$ cat src/verilog/hbc_defines.vh
// hbc_defines.vh: offsets, field positions and reset values of the
// host bridge configuration header block; definitions only.
`ifndef HBC_DEFINES_VH
`define HBC_DEFINES_VH

// register byte offsets
`define HBC_OFF_CLASS_REV      8'h08
`define HBC_OFF_HEADER         8'h0c
`define HBC_OFF_IO_BASE        8'h10
`define HBC_OFF_MEM_BASE       8'h14
`define HBC_OFF_CMD            8'h04

// fields
`define HBC_CLASS_CODE         24'h060000
`define HBC_HEADER_VALUE       32'h00000000
`define HBC_BASE_MSB           31
`define HBC_BASE_LSB           16
`define HBC_BAR_IO_FLAG        1'b1
`define HBC_BAR_MEM_FLAG       1'b0
`define HBC_CMD_IO_EN_BIT      0
`define HBC_CMD_MEM_EN_BIT     1

// reset values
`define HBC_BASE_RESET         16'h0000
`define HBC_CMD_RESET          2'h0

`endif

$ cat src/verilog/hbc_base_reg.v
// hbc_base_reg.v: writable upper half of one window base register.
// assumes write strobe and byte enables from the bus slave.
`timescale 1ns/1ps
`default_nettype none

`include "hbc_defines.vh"

module hbc_base_reg (
  input  wire        clk,
  input  wire        reset_n,
  input  wire        wr,
  input  wire [3:0]  byteenable,
  input  wire [31:0] wdata,
  output wire [15:0] base
);

  reg [15:0] base_q;
  reg [15:0] base_d;

  always @* begin
    base_d = base_q;
    if (wr && byteenable[2]) begin
      base_d[7:0] = wdata[23:16];
    end
    if (wr && byteenable[3]) begin
      base_d[15:8] = wdata[31:24];
    end
  end

  always @(posedge clk or negedge reset_n) begin
    if (!reset_n) begin
      base_q <= `HBC_BASE_RESET;
    end else begin
      base_q <= base_d;
    end
  end

  assign base = base_q;

endmodule

`default_nettype wire

$ cat src/verilog/hbc_config_header.v
// hbc_config_header.v: identification words, command enables and two
// interrupt controller window base registers of a host bridge header.
// assumes an Avalon-MM master on clk and decoded PCI target accesses.
//
// The implementer's own choice: register access over Avalon-MM.
`timescale 1ns/1ps
`default_nettype none

`include "hbc_defines.vh"

module hbc_config_header #(
  parameter [7:0] REVISION = 8'h5a  // arbitrary value
) (
  input  wire        clk,
  input  wire        reset_n,
  input  wire [7:0]  avs_address,
  input  wire        avs_read,
  input  wire        avs_write,
  input  wire [31:0] avs_writedata,
  input  wire [3:0]  avs_byteenable,
  output wire [31:0] avs_readdata,
  output wire        avs_waitrequest,
  output wire [1:0]  avs_response,
  input  wire        pci_io_access,
  input  wire        pci_mem_access,
  input  wire [31:0] pci_addr,
  output wire        io_window_hit,
  output wire        mem_window_hit,
  output wire [7:0]  revision_field
);

  localparam ST_IDLE = 2'b01;
  localparam ST_DONE = 2'b10;

  reg  [1:0]  state_q;
  reg  [1:0]  state_d;
  reg  [31:0] rdata_q;
  reg  [31:0] rdata_d;
  reg  [1:0]  resp_q;
  reg  [1:0]  resp_d;
  reg  [1:0]  cmd_q;
  reg  [1:0]  cmd_d;
  wire [15:0] io_base;
  wire [15:0] mem_base;
  wire        take;
  wire        wr_take;
  wire        io_wr;
  wire        mem_wr;
  wire        mapped;

  // one wait cycle per access: taken in idle, answered in done
  assign take    = (state_q == ST_IDLE) && (avs_read || avs_write);
  assign wr_take = take && avs_write;
  assign io_wr   = wr_take && (avs_address == `HBC_OFF_IO_BASE);
  assign mem_wr  = wr_take && (avs_address == `HBC_OFF_MEM_BASE);

  assign mapped = (avs_address == `HBC_OFF_CMD) ||
                  (avs_address == `HBC_OFF_CLASS_REV) ||
                  (avs_address == `HBC_OFF_HEADER) ||
                  (avs_address == `HBC_OFF_IO_BASE) ||
                  (avs_address == `HBC_OFF_MEM_BASE);

  hbc_base_reg u_io_base (
    .clk        (clk),
    .reset_n    (reset_n),
    .wr         (io_wr),
    .byteenable (avs_byteenable),
    .wdata      (avs_writedata),
    .base       (io_base)
  );

  hbc_base_reg u_mem_base (
    .clk        (clk),
    .reset_n    (reset_n),
    .wr         (mem_wr),
    .byteenable (avs_byteenable),
    .wdata      (avs_writedata),
    .base       (mem_base)
  );

  always @* begin
    state_d = state_q;
    case (state_q)
      ST_IDLE: begin
        if (take) begin
          state_d = ST_DONE;
        end
      end
      ST_DONE: begin
        state_d = ST_IDLE;
      end
      default: begin
        state_d = ST_IDLE;
      end
    endcase
  end

  always @* begin
    cmd_d = cmd_q;
    if (wr_take && (avs_address == `HBC_OFF_CMD) && avs_byteenable[0]) begin
      cmd_d = {avs_writedata[`HBC_CMD_MEM_EN_BIT], avs_writedata[`HBC_CMD_IO_EN_BIT]};
    end
  end

  always @* begin
    rdata_d = rdata_q;
    resp_d  = resp_q;
    if (take) begin
      resp_d  = mapped ? 2'h0 : 2'h3;
      rdata_d = 32'h00000000;
      if (avs_read) begin
        case (avs_address)
          `HBC_OFF_CMD: begin
            rdata_d = {30'h00000000, cmd_q};
          end
          `HBC_OFF_CLASS_REV: begin
            rdata_d = {`HBC_CLASS_CODE, REVISION};
          end
          `HBC_OFF_HEADER: begin
            rdata_d = `HBC_HEADER_VALUE;
          end
          `HBC_OFF_IO_BASE: begin
            // low bits zero, reserved bit zero, io flag one
            rdata_d = {io_base, 14'h0000, 1'b0, `HBC_BAR_IO_FLAG};
          end
          `HBC_OFF_MEM_BASE: begin
            // prefetch, type and space flags all zero
            rdata_d = {mem_base, 12'h000, 1'b0, 2'h0, `HBC_BAR_MEM_FLAG};
          end
          default: begin
            rdata_d = 32'h00000000;
          end
        endcase
      end
    end
  end

  always @(posedge clk or negedge reset_n) begin
    if (!reset_n) begin
      state_q <= ST_IDLE;
      rdata_q <= 32'h00000000;
      resp_q  <= 2'h0;
      cmd_q   <= `HBC_CMD_RESET;
    end else begin
      state_q <= state_d;
      rdata_q <= rdata_d;
      resp_q  <= resp_d;
      cmd_q   <= cmd_d;
    end
  end

  assign avs_waitrequest = (avs_read || avs_write) && (state_q != ST_DONE);
  assign avs_readdata    = rdata_q;
  assign avs_response    = resp_q;
  assign revision_field  = REVISION;

  hbc_window_match u_io_match (
    .base     (io_base),
    .space_en (cmd_q[`HBC_CMD_IO_EN_BIT]),
    .access   (pci_io_access),
    .addr     (pci_addr),
    .hit      (io_window_hit)
  );

  hbc_window_match u_mem_match (
    .base     (mem_base),
    .space_en (cmd_q[`HBC_CMD_MEM_EN_BIT]),
    .access   (pci_mem_access),
    .addr     (pci_addr),
    .hit      (mem_window_hit)
  );

endmodule

`default_nettype wire

$ cat src/verilog/hbc_window_match.v
// hbc_window_match.v: one 64 KB window decoder of the bridge.
// assumes base and address come from clk-domain registers.
`timescale 1ns/1ps
`default_nettype none

module hbc_window_match (
  input  wire [15:0] base,
  input  wire        space_en,
  input  wire        access,
  input  wire [31:0] addr,
  output wire        hit
);

  // base of zero disables the decoder
  assign hit = access && space_en && (base != 16'h0000) && (addr[31:16] == base);

endmodule

`default_nettype wire
$ cat config.mk
export PLATFORM = sky130hd
export DESIGN_NAME = hbc_config_header
export DESIGN_NICKNAME = d
export VERILOG_FILES = /design/src/verilog/hbc_base_reg.v /design/src/verilog/hbc_config_header.v /design/src/verilog/hbc_window_match.v
export VERILOG_INCLUDE_DIRS = /design/src /design/src/verilog
export SDC_FILE = /design/constraint.sdc
export NUM_CORES = 1
export LEC_CHECK = 0
export ABC_AREA = 1
export BUFFER_PORTS_ARGS = -buffer_cell sky130_fd_sc_hd__buf_4
export CELL_PAD_IN_SITES_DETAIL_PLACEMENT = 1
export CELL_PAD_IN_SITES_GLOBAL_PLACEMENT = 1
export CORE_MARGIN = 4
export CORE_UTILIZATION = 35
export DETAILED_ROUTE_END_ITERATION = 10
export GPL_ROUTABILITY_DRIVEN = 0
export PLACE_DENSITY = 0.91
export SLEW_MARGIN = 20
export SYNTH_ARGS = -nofsm -noshare
export SYNTH_HDL_FRONTEND = slang
export SYNTH_SLANG_ARGS = --single-unit
$ cat constraint.sdc
create_clock -name clk -period 1.8 [get_ports clk]
set_input_delay 0.27 -clock clk [delete_from_list [all_inputs] [get_ports clk]]
set_output_delay 0.27 -clock clk [all_outputs]
set_load 0.02 [all_outputs]
==> out/results.ini, run 1 <==
[status]
status=finished, violations left
violations=negative setup slack

[critical_path]
rr_endpoint=u_io_base.base[11]
worstSetupEndpointType=primary output
ff2ff_path_depth=7
crit_path_top_delay_cell=dfrtp_1
crit_path_cell_trace=nand2_1 > o21ai_0 > nor2_2 > nand2_1 > nor2_1 > nand2_1 > nor2_2 > buf_6
crit_top_cell=nand2_1
worstSetupStartpointType=register
worst_ep_required_time_ps=1530
crit_fanout=3
slowest_delay_ps=430
crit_type=register to primary output
endpoint=io_window_hit
critPathLaunch=u_io_base.base[11]
arrival_ps=1620
reg2reg_from=state_q[0]
r2r_slack_ps=140

[cts]
worstSkewPairLatency_ps=310
cts_tree=yes
h-tree-depth=2
cts_hold_buf=0
cts_buffers=5
clockBufferDepth=2
clk_pin_slew_worst_paths_ps=100
cts.sink_count=56
cts_root_buf=clkbuf_8

[yosys]
synth_compound_area_share_pct=14.6
yosysSeqAreaShare_pct=39.8
muxShareOfSynthArea_pct=0
synth_xor_area_share_pct=1.74
synth-simple-area-share_pct=29.0
synthAdderAreaFrac_pct=0
netlist_instances=461
ys_ff_latch=56
synth_area_mm2=0.00352
synth_top_family_by_area=simple AND/OR/NAND/NOR gates
ys_types=27
yosys_warnings=0
syn_avg_cell_area_um2=7.65

[routing]
routedWlPerCell_um=16.7
first_pass_iters=4
vias=3373
ant_nets=0
viasPerCell=4.95
drt-initial-drc-count=181
drc=0
wl_um=11400

[power]
p_sw_mw=0.917
swShare_pct=33.1
total_power_mw=2.77
p_leak_nw=2.27
seqPwrFrac_pct=48.9
combPwrFrac_pct=24.9
p_clk_share_pct=26.2
vdd_drop_max_v=0.000258
intPower_mw=1.85
powerDensity_mw_per_mm2=635

[floorplan]
start_util_pct=36.1
dieWidth_um=108
ios=127
coreArea_mm2=0.00977
die_area_mm2=0.0117
num_rows=36
die_h_um=108

[placed_design]
hpwl_um=8430
pre_cts_ws_ps=152
io_buffers=76
place_area_mm2=0.00410

[finish]
design_area_mm2=0.00437
nFillCells=1257
syn_to_final_growth_pct=23.9
diodes=0
nets=630
drive_above_1_share_pct=34.1

[global_route]
antenna_found_initial=0
grt_pass1_wl_um=18000
use_met2_pct=34.3
grt_use_met1_pct=23.9
met3_usage_pct=3.46
grt_max_degree=57
first_global_vias=3644
overflow=0
top_usage_layer=met2
track_usage_pct=19.5

[flow_run]
drv_cap=0

[sta]
clock_skew_ps=4.06
setup_slack_ps=-90.3
max_slew.worst_pin.slew_ps=721
max_freq_mhz=529
rsz0062_at_grt=yes
whs_ps=8.73
finalMaxSlewViolations=0
hold_viol=0
fin_crit_sh_pct=105
period_minus_slack_ps=1890
relSlewSlack_pct=51.9
finalSetupViolCount=2

[worst_hold_path]
min_path_type=primary input to asynchronous set/reset pin

worst max-delay path, delay by kind of cell (launching register included):
kind                   cells  cell delay [ps]
AND/OR/NAND/NOR            6              600
flip-flops                 1              430
AO/OA/AOI/OAI              1              140
buffers and inverters      1              130
how the worst min path moves through the flow:
stage	startpoint	to	slack, ps
after floorplan	reset_n	avs_readdata[0]	-30
after global placement	reset_n	avs_readdata[25]	350
after detailed placement	reset_n	avs_readdata[26]	370
after CTS	reset_n	avs_readdata[26]	30
after global routing	reset_n	avs_readdata[6]	60
final	reset_n	avs_readdata[26]	9
cell type report:
| type | instances | area (um^2) | share of cell area (%) |
|---|---|---|---|
| multi-input cells | 321 | 1700 | 38.9 |
| repair buffers | 99 | 751 | 17.2 |
| inverters | 65 | 254 | 5.81 |
| flip-flops and latches | 56 | 1410 | 32.2 |
| well taps | 133 | 166 | 3.81 |
| clock buffers | 8 | 90.1 | 2.06 |
state kept, by name (all words and copies together) (netlist names):
signal	cells
cmd_q	2
u_mem_base.base	16
avs_response	1
avs_readdata	19
u_io_base.base	16
state_q	2
layout by cell type, fill, tap and decap left out:
master and n:
a21oi_1 5, a21oi_2 2, buf_4 97, buf_6 2, clkbuf_1 2, clkbuf_8 6
clkinv_4 2, conb_1 19, dfrtp_1 51, dfrtp_2 4, dfstp_2 1, inv_1 48
inv_2 15, nand2_1 114, nand2_2 9, nand2_4 1, nand3_1 52, nand3_2 1
nand3_4 4, nand3b_1 1, nor2_1 29, nor2_2 4, nor2_4 4, nor2_8 1
o21ai_0 16, o21ai_1 13, o21ai_2 33, o21ai_4 1, o22ai_1 5, xnor2_1 2
xor2_1 5
cells by family after synthesis:
family,Yosys count
AO/OA/AOI/OAI,75
XOR/XNOR,7
buffers and inverters,101
flip-flops,56
other,2
AND/OR/NAND/NOR,220
cell usage after synthesis:
cell type  count  share of area, %
nor2_8         1              0.57
xnor2_1        2              0.50
nor2_1        33               3.5
o21ai_1       12               1.7
conb_1         2              0.21
nand3b_1       1              0.21
nor2_4         4               1.3
a21oi_1        7              0.99
inv_2          7              0.75
nand2_2        7               1.2
nand2_1      116                12
dfrtp_1       55                39
buf_6          5               1.6
xor2_1         5               1.2
nand3_4        4               2.0
inv_1         56               6.0
nand2_4        1              0.32
o21ai_0       18               2.6
dfstp_2        1              0.75
clkbuf_1       2              0.21
nand3_1       53               7.5
o21ai_2       32               8.0
o22ai_1        5              0.89
clkinv_4       2              0.50
buf_4         22               4.7
buf_2          7              0.99
o21ai_4        1              0.46
metrics by stage:
step	TNS (ps)	instances	util, %
2_1_floorplan	0	478	-
3_3_place_gp	0	656	41.9
3_5_place_dp	0	656	41.9
4_1_cts	-27.4	676	44.0
5_1_grt	-412	682	44.7
6_report	-175	682	44.7
routing by layer:
metal / wire length (um) / share of wire [%] / vias up
met2: 5750 / 50 / 112
met4: 392 / 3.4 / 0
li1: - / - / 1589
met3: 573 / 5.0 / 30
met1: 4680 / 41 / 1642
met5: 0 / 0 / -
timing repair:
| action | in CTS | in global routing |
|---|---|---|
| pin swaps | 3 | 13 |
| setup buffers | 12 | 6 |
| endpoints found under the setup margin | 2 | 2 |
| resized for setup | 13 | 13 |
power groups by stage:
stage / sequential, mW / combinational, mW / clock (mW)
finish: 1.36 / 0.691 / 0.726
global route: 1.36 / 0.757 / 0.794
CTS: 1.36 / 0.683 / 0.735
detailed placement: 1.38 / 0.666 / 0
global placement: 1.38 / 0.642 / 0
floorplan: 1.38 / 0.443 / 0
(Power assumes the default switching activity.)
==> run 2, diff against run 1 <==
ABC_AREA = 0   (was 1)
CORE_UTILIZATION = 36   (was 35)
PLACE_DENSITY = 0.9   (was 0.91)
==> run 2 against run 1 <==
  * The run ends with negative hold slack, negative setup slack left
  * Synthesized cell count fell by 43%
  * Sequential share of layout area is 4.0 points higher
  * Cell area is 11% lower
  * Register-to-register slack got worse by 30 ps
  * Maximum frequency fell by 10%
  * Via count decreased by 30%
  * Synthesized area is 14% lower
  * Final cell count fell by 33%
  * Largest power group unchanged
==> out/results.ini, run 2 <==
[finish]
multiInputGateArea_mm2=0.00148  ; -13%
fin_cells=460  ; -33%
syn_to_final_growth_pct=27.1
nets=436  ; -31%
drive_above_1_share_pct=43.4  ; +9.3 points
utilization_pct=47.1  ; +2.4 points
nFillCells=925  ; -26%
regArea_mm2=0.00140  ; -0.36%
final_common_cell=buf_4
diodes=0  ; unchanged
largest_reg_flops=19  ; unchanged
layout_common_cells=buf_4, dfrtp_1, xnor2_1
design_area_mm2=0.00387  ; -11%

[routing]
routedWlPerCell_um=18.9  ; +13%
drt-initial-drc-count=135  ; -25%
viasPerCell=5.13  ; +3.7%
drc=0  ; unchanged
ant_nets=0  ; unchanged
vias=2360  ; -30%
wl_um=8710  ; -24%
first_pass_iters=4  ; unchanged

[sta]
fin_tns_setup_ps=-609  ; -434 ps
fin_crit_sh_pct=117  ; +12 points
max_freq_mhz=474  ; -10%
whs_ps=-5.78  ; -14.5 ps
finalSetupViolCount=2  ; unchanged
rsz0062_at_grt=yes
clock_skew_ps=7.20  ; +3.14 ps
max_slew.worst_pin.slew_ps=726  ; +4.38 ps
relSlewSlack_pct=51.6  ; -0.29 points
hold_viol=3  ; +3
finalMaxSlewViolations=0  ; unchanged
period_minus_slack_ps=2110  ; +221 ps
setup_slack_ps=-312  ; -221 ps

[power]
seqPwrFrac_pct=49.0  ; about the same
swShare_pct=28.6  ; -4.5 points
p_clk_share_pct=30.4  ; +4.2 points
powerDensity_mw_per_mm2=712  ; +12%
p_sw_mw=0.789  ; -14%
intPower_mw=1.97  ; +6.1%
combPwrFrac_pct=20.5  ; -4.4 points
p_leak_nw=1.84  ; -19%
total_power_mw=2.76  ; -0.53%
vdd_drop_max_v=0.000319  ; +24%

[yosys]
muxShareOfSynthArea_pct=15.3  ; +15 points
synth_top_area_share_pct=45.2  ; +6.1 points
ys_types=33  ; +22%
netlist_instances=263  ; -43%
synthAdderAreaFrac_pct=0  ; unchanged
yosys-top-cells-area=dfrtp_1, mux2_4, mux2_2
synth_area_leader_cell=dfrtp_1
syn_avg_cell_area_um2=11.6  ; +52%
synth_area_mm2=0.00305  ; -14%
synth_edf_count=0  ; unchanged
synth_compound_area_share_pct=8.13  ; -6.4 points
synthTopCellsByCount=dfrtp_1, xnor2_1, buf_4
synthArstFlopShare_pct=100  ; unchanged
yosysSeqAreaShare_pct=46.0  ; +6.2 points
synth-simple-area-share_pct=12.4  ; -17 points
ys_ff_latch=56  ; unchanged
synth_xor_area_share_pct=9.48  ; +7.7 points
synth_top_family_by_area=multiplexers
ys.flop_type=dfrtp_1
yosys_warnings=0  ; unchanged
synth.most_common_cell=dfrtp_1

[floorplan]
dieWidth_um=100  ; -7.7%
coreArea_mm2=0.00822  ; -16%
start_util_pct=37.1  ; +1.0 points
die_h_um=100  ; -7.7%
ios=127  ; unchanged
num_rows=33  ; -8.3%
die_area_mm2=0.0100  ; -15%

[global_route]
grt_pass1_wl_um=13500  ; -25%
antenna_found_initial=0  ; unchanged
grt_max_degree=57  ; unchanged
first_global_vias=2534  ; -30%
overflow=0  ; unchanged
track_usage_pct=17.5  ; -2.0 points

[cts]
cts_root_buf=clkbuf_8
h-tree-depth=2  ; unchanged
clk_pin_slew_worst_paths_ps=100  ; about the same
worstSkewPairLatency_ps=320  ; about the same
cts_hold_buf=0  ; unchanged
cts_buffers=5  ; unchanged
clockBufferDepth=2  ; unchanged
cts.sink_count=56  ; unchanged
cts_tree=yes

[critical_path]
r2r_slack_ps=110  ; -30 ps
crit_fanout=2  ; -1
reg2reg_from=state_q[0]
rr_endpoint=u_mem_base.base[0]
worstSetupStartpointType=register
worstSetupEndpointType=primary output
ff2ff_path_depth=5  ; -2
arrival_ps=1840  ; +220 ps
worst_ep_required_time_ps=1530  ; about the same
crit_type=register to primary output

[placed_design]
pre_cts_ws_ps=-168  ; -319 ps
io_buffers=76  ; unchanged
place_area_mm2=0.00374  ; -8.7%
dp.cells=451  ; -31%
hpwl_um=6730  ; -20%

[status]
status=finished, violations left
violations=negative hold slack, negative setup slack

[worst_hold_path]
min_path_type=primary input to asynchronous set/reset pin

[flow_run]
drv_cap=0  ; unchanged

-- run 2: per-layer routing --
layer | vias up | track usage, % | part of all wire (%)
met5 | - | 0 | 0
met2 | 84 | 30.0 | 50
li1 | 1083 | - | -
met4 | 0 | 4.77 | 1.5
met3 | 14 | 4.17 | 6.4
met1 | 1179 | 22.2 | 42
-- run 2: worst max-delay path by stage --
stage                              from                 to  cells after the start
finish              u_mem_base.base[10]     mem_window_hit                      5
global route          u_io_base.base[6]      io_window_hit                      5
CTS                   u_io_base.base[8]      io_window_hit                      5
detailed placement  u_mem_base.base[12]     mem_window_hit                      5
global placement      u_io_base.base[6]      io_window_hit                      5
floorplan                    state_q[0]  u_io_base.base[0]                      6
-- run 2: worst max-delay path: stages (launching register included) --
cell	delay, ps
dfrtp_1	410
xor2_1	160
nor4_2	330
nand4_1	190
nor4_2	230
buf_4	200
-- run 2: repair_timing --
action                     CTS  global route
gates resized for setup      1             1
pin swaps                    7             2
setup buffers                1             0
setup endpoints to repair    2             2
-- run 2: cell type report --
class                      count  area share (%)
tap                          105            3.39
inverter                       2           0.194
timing repair buffer          99            19.2
multi-input combinational    190            38.1
clock inverter                 3            1.10
sequential                    56            36.2
clock buffer                   5            1.78
-- run 2: power groups by stage --
stage                     logic, mW  registers, mW  clock network [mW]
after floorplan               0.310           1.38                   0
after global placement        0.548           1.37                   0
after detailed placement      0.566           1.38                   0
after CTS                     0.571           1.35               0.866
after global routing          0.622           1.36               0.903
final                         0.566           1.35               0.839
-- run 2: cells by family after synthesis --
logic type,count (synthesis)
simple gates,61
flops,56
compound gates,41
mux,36
buf+inv,34
xor+xnor,33
other cells,2
